[src/core/usb_ep_map.vh]
// Purpose: Register indices, field positions and reset values of the endpoint block
// Assumes: Byte address of a register is four times its index
// Notes:   Definitions only
`ifndef USB_EP_MAP_VH
`define USB_EP_MAP_VH
`define PADDR_W          18
`define IDX_IN_CTRL_H    16'hDE12
`define IDX_OUT_MAX      16'hDE13
`define IDX_OUT_CTRL_L   16'hDE14
`define IDX_EP_SELECT    16'hDE30
`define IDX_IN_MAX       16'hDE31
`define IDX_IN_READY     16'hDE32
`define IDX_BYTE_COUNT   16'hDE33
`define IDX_IRQ_STATUS   16'hDE34
`define IDX_IRQ_CLEAR    16'hDE35
`define IDX_IRQ_ENABLE   16'hDE36
`define IN_AUTO_BIT      7
`define IN_ISO_BIT       6
`define IN_RSV_HI        5
`define IN_RSV_LO        4
`define IN_FORCE_BIT     3
`define IN_DBL_BIT       0
`define IN_CTRL_RESET    8'h20
`define IN_CTRL_WMASK    8'hF9
`define OUT_TOGZ_BIT     7
`define OUT_SSENT_BIT    6
`define OUT_SSTALL_BIT   5
`define OUT_FLUSH_BIT    4
`define OUT_OVR_BIT      2
`define OUT_RDY_BIT      0
`define OUT_MAX_RESET    8'h00
`define EP_SELECT_RESET  3'h1
`define IRQ_OUT_LSB      5
`endif

[src/core/usb_endpoint_ctrl_status.v]
// Purpose: Control and status of USB endpoints 1 to 5 (IN high, OUT max size, OUT low)
// Assumes: Event inputs come from the USB engine on clk_in, one event class per cycle
// Notes:   APB slave, zero wait states, read data captured in the setup cycle
//
// The implementer's own choice: register access over APB.
`timescale 1ns/10ps
`include "usb_ep_map.vh"
`default_nettype none
module usb_endpoint_ctrl_status (
  // Clock and reset
  input  wire                  clk_in,
  input  wire                  rst_in,
  // APB slave
  input  wire                  psel_in,
  input  wire                  penable_in,
  input  wire                  pwrite_in,
  input  wire [`PADDR_W-1:0]   paddr_in,
  input  wire [31:0]           pwdata_in,
  output wire                  pready_out,
  output wire                  pslverr_out,
  output reg  [31:0]           prdata_out,
  output wire                  irq_out,
  // USB engine events
  input  wire [2:0]            usb_ep_in,
  input  wire                  in_tx_done_in,
  input  wire                  in_ack_in,
  input  wire                  out_rx_ok_in,
  input  wire                  out_rx_err_in,
  input  wire                  out_stall_sent_in,
  input  wire [5:1]            out_iso_in,
  input  wire [5:1]            out_two_slot_in,
  input  wire [7:0]            out_byte_count_in,
  // Firmware FIFO loading
  input  wire                  in_fifo_wr_in,
  input  wire [2:0]            fifo_ep_in,
  // Endpoint state to the engine
  output wire [5:1]            in_packet_ready_out,
  output wire [5:1]            in_iso_out,
  output wire [5:1]            in_two_slot_out,
  output wire [5:1]            in_toggle_out,
  output wire [5:1]            out_toggle_out,
  output wire [5:1]            out_stall_out,
  output wire [5:1]            out_full_out,
  output wire [5:1]            out_packet_ready_out,
  output reg                   in_flush_out,
  output reg                   out_flush_out,
  output reg  [2:0]            flush_ep_out
);

////////////////////////////////////////////////////////////////////////////////

function hit;
  input [`PADDR_W-1:0] a;
  input [15:0]         idx;
  begin
    hit = (a[`PADDR_W-1:2] == idx) && (a[1:0] == 2'h0);
  end
endfunction

reg  [7:0]  in_ctrl   [1:5];
reg  [7:0]  out_max   [1:5];
reg  [7:0]  in_max    [1:5];
reg  [10:0] in_fill   [1:5];
reg  [1:0]  out_slots [1:5];
reg  [5:1]  in_rdy;
reg  [5:1]  in_tog;
reg  [5:1]  out_tog;
reg  [5:1]  stall_sent;
reg  [5:1]  send_stall;
reg  [5:1]  data_err;
reg  [5:1]  overrun;
reg  [2:0]  ep_sel;
reg  [9:0]  irq_stat;
reg  [9:0]  irq_en;

reg  [5:1]  in_done;
reg  [5:1]  in_flush_ev;
reg  [5:1]  in_auto;
reg  [5:1]  out_inc;
reg  [5:1]  out_pop;
reg  [5:1]  out_flush_ev;
reg  [5:1]  full;
reg  [5:1]  sel;
reg  [5:1]  ev;
reg  [5:1]  fw;
reg  [9:0]  irq_set;
reg  [7:0]  rd_mux;
reg         mapped;
integer     e;
integer     k;

wire        access  = psel_in & penable_in;
wire        wr      = access & pwrite_in;
wire        sel_ok  = (ep_sel >= 3'h1) && (ep_sel <= 3'h5);
wire [2:0]  si      = sel_ok ? ep_sel : 3'h1;

////////////////////////////////////////////////////////////////////////////////
// Bus decode

// Write strobes; those of the endpoint registers are shared by all endpoint copies
wire        wr_in_ctrl  = wr & hit(paddr_in, `IDX_IN_CTRL_H);
wire        wr_out_max  = wr & hit(paddr_in, `IDX_OUT_MAX);
wire        wr_in_max   = wr & hit(paddr_in, `IDX_IN_MAX);
wire        wr_in_ready = wr & hit(paddr_in, `IDX_IN_READY);
wire        wr_out_ctrl = wr & hit(paddr_in, `IDX_OUT_CTRL_L);
wire        wr_select   = wr & hit(paddr_in, `IDX_EP_SELECT);
wire        wr_irq_en   = wr & hit(paddr_in, `IDX_IRQ_ENABLE);
wire        wr_irq_clr  = wr & hit(paddr_in, `IDX_IRQ_CLEAR);
wire [9:0]  irq_clr     = wr_irq_clr ? pwdata_in[9:0] : 10'h000;

assign pready_out  = 1'b1;
assign pslverr_out = access & ~mapped;
assign irq_out     = |(irq_stat & irq_en);

assign in_packet_ready_out  = in_rdy;
assign in_toggle_out        = in_tog;
assign out_toggle_out       = out_tog;

genvar g;
generate
  for (g = 1; g <= 5; g = g + 1) begin : ep_view
    assign in_iso_out[g]           = in_ctrl[g][`IN_ISO_BIT];
    assign in_two_slot_out[g]      = in_ctrl[g][`IN_DBL_BIT];
    // Stalling an isochronous endpoint is not possible
    assign out_stall_out[g]        = send_stall[g] & ~out_iso_in[g];
    assign out_full_out[g]         = full[g];
    assign out_packet_ready_out[g] = (out_slots[g] != 2'h0);
  end
endgenerate

////////////////////////////////////////////////////////////////////////////////
// Per-endpoint events

always @* begin
  irq_set = 10'h000;
  for (e = 1; e <= 5; e = e + 1) begin
    sel[e] = sel_ok && (ep_sel == e[2:0]);
    ev[e]  = (usb_ep_in == e[2:0]);
    fw[e]  = (fifo_ep_in == e[2:0]);
    // Isochronous has no handshake, so any send completes the packet
    in_done[e] = in_tx_done_in & ev[e] &
                 (in_ack_in | in_ctrl[e][`IN_ISO_BIT] | in_ctrl[e][`IN_FORCE_BIT]);
    in_flush_ev[e] = in_tx_done_in & ev[e] & in_ctrl[e][`IN_FORCE_BIT];
    in_auto[e] = in_fifo_wr_in & fw[e] & in_ctrl[e][`IN_AUTO_BIT] &
                 ((in_fill[e] + 11'h001) == {in_max[e], 3'h0});
    full[e] = (out_slots[e] == (out_two_slot_in[e] ? 2'h2 : 2'h1));
    out_inc[e] = out_rx_ok_in & ev[e] & ~full[e] &
                 ~(send_stall[e] & ~out_iso_in[e]);
    out_flush_ev[e] = wr_out_ctrl & sel[e] & pwdata_in[`OUT_FLUSH_BIT] &
                      (out_slots[e] != 2'h0);
    // A flush drops a packet just as an unload does, so both pop a slot
    out_pop[e] = out_flush_ev[e] |
                 (wr_out_ctrl & sel[e] & ~pwdata_in[`OUT_RDY_BIT] &
                  (out_slots[e] != 2'h0));
    irq_set[e-1] = in_done[e];
    irq_set[e+4] = out_inc[e] | (out_stall_sent_in & ev[e]);
  end
end

////////////////////////////////////////////////////////////////////////////////
// Register state

always @(posedge clk_in or posedge rst_in) begin
  if (rst_in) begin
    for (k = 1; k <= 5; k = k + 1) begin
      in_ctrl[k]   <= `IN_CTRL_RESET;
      out_max[k]   <= `OUT_MAX_RESET;
      in_max[k]    <= 8'h00;
      in_fill[k]   <= 11'h000;
      out_slots[k] <= 2'h0;
    end
    in_rdy        <= 5'h00;
    in_tog        <= 5'h00;
    out_tog       <= 5'h00;
    stall_sent    <= 5'h00;
    send_stall    <= 5'h00;
    data_err      <= 5'h00;
    overrun       <= 5'h00;
    ep_sel        <= `EP_SELECT_RESET;
    irq_stat      <= 10'h000;
    irq_en        <= 10'h000;
    in_flush_out  <= 1'b0;
    out_flush_out <= 1'b0;
    flush_ep_out  <= 3'h0;
  end else begin
    in_flush_out  <= |in_flush_ev;
    out_flush_out <= |out_flush_ev;
    if (|in_flush_ev)
      flush_ep_out <= usb_ep_in;
    else if (|out_flush_ev)
      flush_ep_out <= ep_sel;
    if (wr_select)
      ep_sel <= pwdata_in[2:0];
    if (wr_irq_en)
      irq_en <= pwdata_in[9:0];
    // A new event wins over a clear in the same cycle
    irq_stat <= (irq_stat & ~irq_clr) | irq_set;
    for (k = 1; k <= 5; k = k + 1) begin
      if (wr_in_ctrl && sel[k])
        in_ctrl[k] <= pwdata_in[7:0] & `IN_CTRL_WMASK;
      if (wr_out_max && sel[k])
        out_max[k] <= pwdata_in[7:0];
      if (wr_in_max && sel[k])
        in_max[k] <= pwdata_in[7:0];
      // IN side: device clear first, firmware and auto-arm set win
      if (in_done[k]) begin
        in_rdy[k] <= 1'b0;
        in_tog[k] <= ~in_tog[k];
      end
      if (in_auto[k])
        in_fill[k] <= 11'h000;
      else if (in_fifo_wr_in && fw[k])
        in_fill[k] <= in_fill[k] + 11'h001;
      if (in_auto[k])
        in_rdy[k] <= 1'b1;
      if (wr_in_ready && sel[k] && pwdata_in[0]) begin
        in_rdy[k]  <= 1'b1;
        in_fill[k] <= 11'h000;
      end
      // OUT side
      out_slots[k] <= out_slots[k] + {1'b0, out_inc[k]} - {1'b0, out_pop[k]};
      if (out_pop[k])
        data_err[k] <= 1'b0;
      if (out_rx_err_in && ev[k] && out_iso_in[k])
        data_err[k] <= 1'b1;
      if (wr_out_ctrl && sel[k]) begin
        send_stall[k] <= pwdata_in[`OUT_SSTALL_BIT];
        if (!pwdata_in[`OUT_SSENT_BIT])
          stall_sent[k] <= 1'b0;
        if (!pwdata_in[`OUT_OVR_BIT])
          overrun[k] <= 1'b0;
        // Toggle zeroing is a strobe, so the bit never reads back as 1
        if (pwdata_in[`OUT_TOGZ_BIT])
          out_tog[k] <= 1'b0;
      end
      if (out_inc[k])
        out_tog[k] <= ~out_tog[k];
      if (out_stall_sent_in && ev[k])
        stall_sent[k] <= 1'b1;
      if (out_rx_ok_in && ev[k] && full[k] && out_iso_in[k])
        overrun[k] <= 1'b1;
    end
  end
end

////////////////////////////////////////////////////////////////////////////////
// Read path, captured in the setup cycle so access needs no wait

always @* begin
  mapped = 1'b1;
  rd_mux = 8'h00;
  case (paddr_in[`PADDR_W-1:2])
    `IDX_IN_CTRL_H:  rd_mux = sel_ok ? in_ctrl[si] : 8'h00;
    `IDX_OUT_MAX:    rd_mux = sel_ok ? out_max[si] : 8'h00;
    `IDX_IN_MAX:     rd_mux = sel_ok ? in_max[si] : 8'h00;
    `IDX_OUT_CTRL_L: rd_mux = sel_ok ? {1'b0, stall_sent[si], send_stall[si], 1'b0,
                                        data_err[si], overrun[si], full[si],
                                        (out_slots[si] != 2'h0)} : 8'h00;
    `IDX_IN_READY:   rd_mux = sel_ok ? {7'h00, in_rdy[si]} : 8'h00;
    // Count is only meaningful with a packet waiting
    `IDX_BYTE_COUNT: rd_mux = (sel_ok && out_slots[si] != 2'h0) ?
                              out_byte_count_in : 8'h00;
    `IDX_EP_SELECT:  rd_mux = {5'h00, ep_sel};
    `IDX_IRQ_STATUS: rd_mux = irq_stat[7:0];
    `IDX_IRQ_ENABLE: rd_mux = irq_en[7:0];
    `IDX_IRQ_CLEAR:  rd_mux = 8'h00;
    default:         mapped = 1'b0;
  endcase
  if (paddr_in[1:0] != 2'h0)
    mapped = 1'b0;
end

always @(posedge clk_in or posedge rst_in) begin
  if (rst_in) begin
    prdata_out <= 32'h00000000;
  end else if (psel_in && !penable_in && !pwrite_in) begin
    if (paddr_in[`PADDR_W-1:2] == `IDX_IRQ_STATUS)
      prdata_out <= {22'h000000, irq_stat};
    else if (paddr_in[`PADDR_W-1:2] == `IDX_IRQ_ENABLE)
      prdata_out <= {22'h000000, irq_en};
    else
      prdata_out <= {24'h000000, rd_mux};
  end
end

endmodule
`default_nettype wire

[config.mk]
export PLATFORM = sky130hd
export DESIGN_NAME = usb_endpoint_ctrl_status
export DESIGN_NICKNAME = d
export VERILOG_FILES = /design/src/core/usb_endpoint_ctrl_status.v
export VERILOG_INCLUDE_DIRS = /design/src /design/src/core
export SDC_FILE = /design/constraint.sdc
export NUM_CORES = 1
export LEC_CHECK = 0
export BUFFER_PORTS_ARGS = -buffer_cell sky130_fd_sc_hd__buf_4
export CAP_MARGIN = 20
export CORE_UTILIZATION = 57
export DETAILED_ROUTE_END_ITERATION = 16
export HOLD_SLACK_MARGIN = 0.08
export PLACE_DENSITY = 0.78
export SETUP_SLACK_MARGIN = 0.4
export SYNTH_ARGS = -nofsm -noshare
export SYNTH_HDL_FRONTEND = slang
export SYNTH_SLANG_ARGS = --single-unit
[constraint.sdc]
create_clock -name clk_in -period 17.68 [get_ports clk_in]
set_input_delay 0 -clock clk_in [delete_from_list [all_inputs] [get_ports clk_in]]
set_output_delay 0 -clock clk_in [all_outputs]
set_load 0.01 [all_outputs]
==> impl_metrics.csv <==
group,metric,value,unit
drt,viasPerCell,6.28,
setup_path,rr_worst_depth,9,
synthesis,synthCells,1455,
sta,finalMaxSlewViolations,0,
synthesis,synth_top_family_by_area,"simple AND/OR/NAND/NOR gates",
floorplan,floorplan.rows,57,
floorplan,die_h,160,µm
sta,setup_viol,0,
cts,cts-hold-fix-buffers,81,
setup_path,critPathRequiredTime,18.15,ns
synthesis,syn_avg_cell_area,9.80,µm²
cts,root_buffer,"clkbuf_16",
synthesis,yosys_warnings,0,
place,pre_cts_slack,14.36,ns
synthesis,synthTopCellsByCount,"dfrtp_1 (242), mux2_2 (141), nand2_1 (140), nor2_1 (130), xnor2_1 (76)",
power_and_ir_drop,p_per_area,89.5,nW/µm²
run,drv_cap,0,
synthesis,synth_edf_count,0,
sta,fin_tns_setup,0,ns
floorplan,num_io_pins,165,
drt,wl_per_cell,20.7,µm
cts,htree_levels,1,
sta,finalWorstSetupSlack,13.51,ns
synthesis,syn_area,14300,µm²
global_route,grt_max_degree,90,
sta,hold_viol,0,
sta,rsz0062_at_grt,"no",
place,gp_congestion,0.941,
drt,first_pass_iters,7,
place,dpl_cell_area,15200,µm²
drt,num_vias,12277,
floorplan,die-area,25700,µm²
synthesis,synth_flop_cell,"dfrtp_1",
synthesis,synthSimpleGateAreaFrac,0.187,
sta,clock_skew,0.0162,ns
global_route,grt_pass1_vias,12035,
sta,fin_crit_sh,0.236,
cts,clock_sinks,248,
cts,cts_made_buffers,27,
layout,design_area,16900,µm²
layout,utilization,0.692,
layout,drive_gt1_frac,0.214,
synthesis,synthTopCellsByArea,"dfrtp_1 (42%), mux2_2 (11%), xnor2_1 (4.7%), nand2_1 (3.7%), nor2_1 (3.4%)",
drt,ant_nets,0,
drt,routed_wl,40.4,mm
sta,tightest_slew,0.989,ns
cts,clk_pin_slew,0.07,ns
setup_path,crit_arrival,4.63,ns
drt,detail_route.iter0.violations,1364,
synthesis,yosys.area.top_type,"dfrtp_1",
drt,drc,0,
cts,cts_resized,0,
setup_path,r2r_end,"prdata_out[1]",
synthesis,synth_adder_area_share,0.0175,
setup_path,end_kind,"register",
synthesis,async_flop_share,1.00,
floorplan,start_util,0.583,
cts,post_cts_buffers,0,
global_route,grt_pass1_wl,64.9,mm
setup_path,critPathLaunchType,"register",
synthesis,muxShareOfSynthArea,0.144,
cts,clk-insertion-delay-late,0.53,ns
outcome,status,"complete, no violations",
layout,nets,1714,
global_route,antenna_found_initial,0,
global_route,grt_usage,0.316,
sta,relSlewSlack,0.341,
place,dp_hpwl,26.8,mm
min_path,worstHoldPathType,"in2async",
layout,synthToLayoutAreaGrowth,18.8,%
layout,stdcell_count,1954,
synthesis,synth_xor_area_frac,0.0731,
floorplan,die_w,160,µm
floorplan,core,24500,µm²
setup_path,r2r_start,"ep_sel[0]",
power_and_ir_drop,power.leakage,7.56,nW
synthesis,synth_top_area_share,0.425,
synthesis,synth.distinct_cells,75,
sta,layout_min_cycle_time,4.17,ns
synthesis,synth-compound-area-share,0.0977,
setup_path,r2r_setup_slack,13.51,ns
synthesis,seq_area_frac_synth,0.436,
sta,max_clock_freq,240,MHz
setup_path,worstSetupPathType,"reg2reg",
synthesis,yosysMostFrequentCell,"dfrtp_1",
cts,clockBufferDepth,3,
synthesis,ys_ff_latch,248,
place,dp.cells,1822,
power_and_ir_drop,irDropWorstVdd,89.2,µV
setup_path,worstPathMaxFanout,43,
cts,cts_tree,"done",
global_route,overflow,0,
place,io_buffers,119,
cells in the final DEF (no fill, tap or decap), drive strengths merged, types with 27 or more instances in the layout:
cell type,n
a21oi,60
buf,129
clkbuf,42
dfrtp,242
dlygate4sd3,81
mux2,142
mux2i,45
nand2,141
nand3,61
nand4,27
nor2,134
nor3,32
o21ai,59
xnor2,76
xor2,43
area by class of cell:
cell class              instances  area [µm²]
well taps                     324         405
clock buffers                  42         832
flip-flops and latches        248        6220
multi-input cells            1098        7490
clock inverters                 7        91.3
repair buffers                210        1800
diodes                          1        2.50
inverters                      24        97.6
fillers                      1799        7520
per-layer routing:
metal	global-route usage	part of all wire
met5	0	0
met4	0.132	0.044
met3	0.0517	0.083
met2	0.512	0.47
met1	0.420	0.40
worst max path at each step:
stage | from | depth (start not counted) | slack, ns | to
floorplan | rst_in | 1 | 10.88 | data_err[1]
global route | ep_sel[0] | 9 | 13.40 | prdata_out[1]
detailed placement | ep_sel[0] | 7 | 14.36 | flush_ep_out[2]
global placement | ep_sel[0] | 9 | 14.42 | out_slots[5]
CTS | ep_sel[0] | 9 | 13.82 | prdata_out[1]
finish | ep_sel[0] | 9 | 13.51 | prdata_out[1]
stage by stage:
stage / hold slack, ns / power, mW
after detailed placement: 0.135 / 0.909
after floorplan: 0.0510 / 0.816
after global placement: 0.133 / 0.900
after CTS: 0.147 / 1.51
after global routing: 0.177 / 1.57
final: 0.102 / 1.52
report_power, final:
part / internal (mW) / switching [mW] / leakage (nW) / total, mW
Combinational: 0.126 / 0.133 / 3.91 / 0.260
Sequential: 0.616 / 0.0576 / 3.19 / 0.674
Clock: 0.351 / 0.231 / 0.455 / 0.582
Total: 1.09 / 0.422 / 7.56 / 1.52
sequential cells by signal, indices dropped and copies added, names as in the netlist:
name / cells
in_ctrl: 20
in_flush_out: 1
send_stall: 5
irq_stat: 10
out_toggle_out: 5
prdata_out: 10
in_iso_out: 5
flush_ep_out: 3
in_max: 40
overrun: 5
irq_en: 10
data_err: 5
out_max: 40
ep_sel: 3
in_fill: 55
in_two_slot_out: 5
in_packet_ready_out: 5
in_toggle_out: 5
stall_sent: 5
out_flush_out: 1
out_slots: 10
kinds of logic after synthesis:
group / count (synthesis)
AND/OR/NAND/NOR: 524
flip-flops: 248
AO/OA/AOI/OAI: 225
multiplexers: 187
buffers and inverters: 130
XOR/XNOR: 119
adder cells (fa/ha/maj): 20
other: 2
critical path, cell delays in order, from the launching register on:
cell	delay [ns]
dfstp_4	0.86
buf_4	0.64
nor3_1	0.16
o31ai_1	0.28
o31ai_1	0.25
nor3_1	0.79
nand2_1	0.12
and3_1	0.19
a21oi_1	0.16
dlygate4sd3_1	0.60
Power figures use the tool's default switching activity.
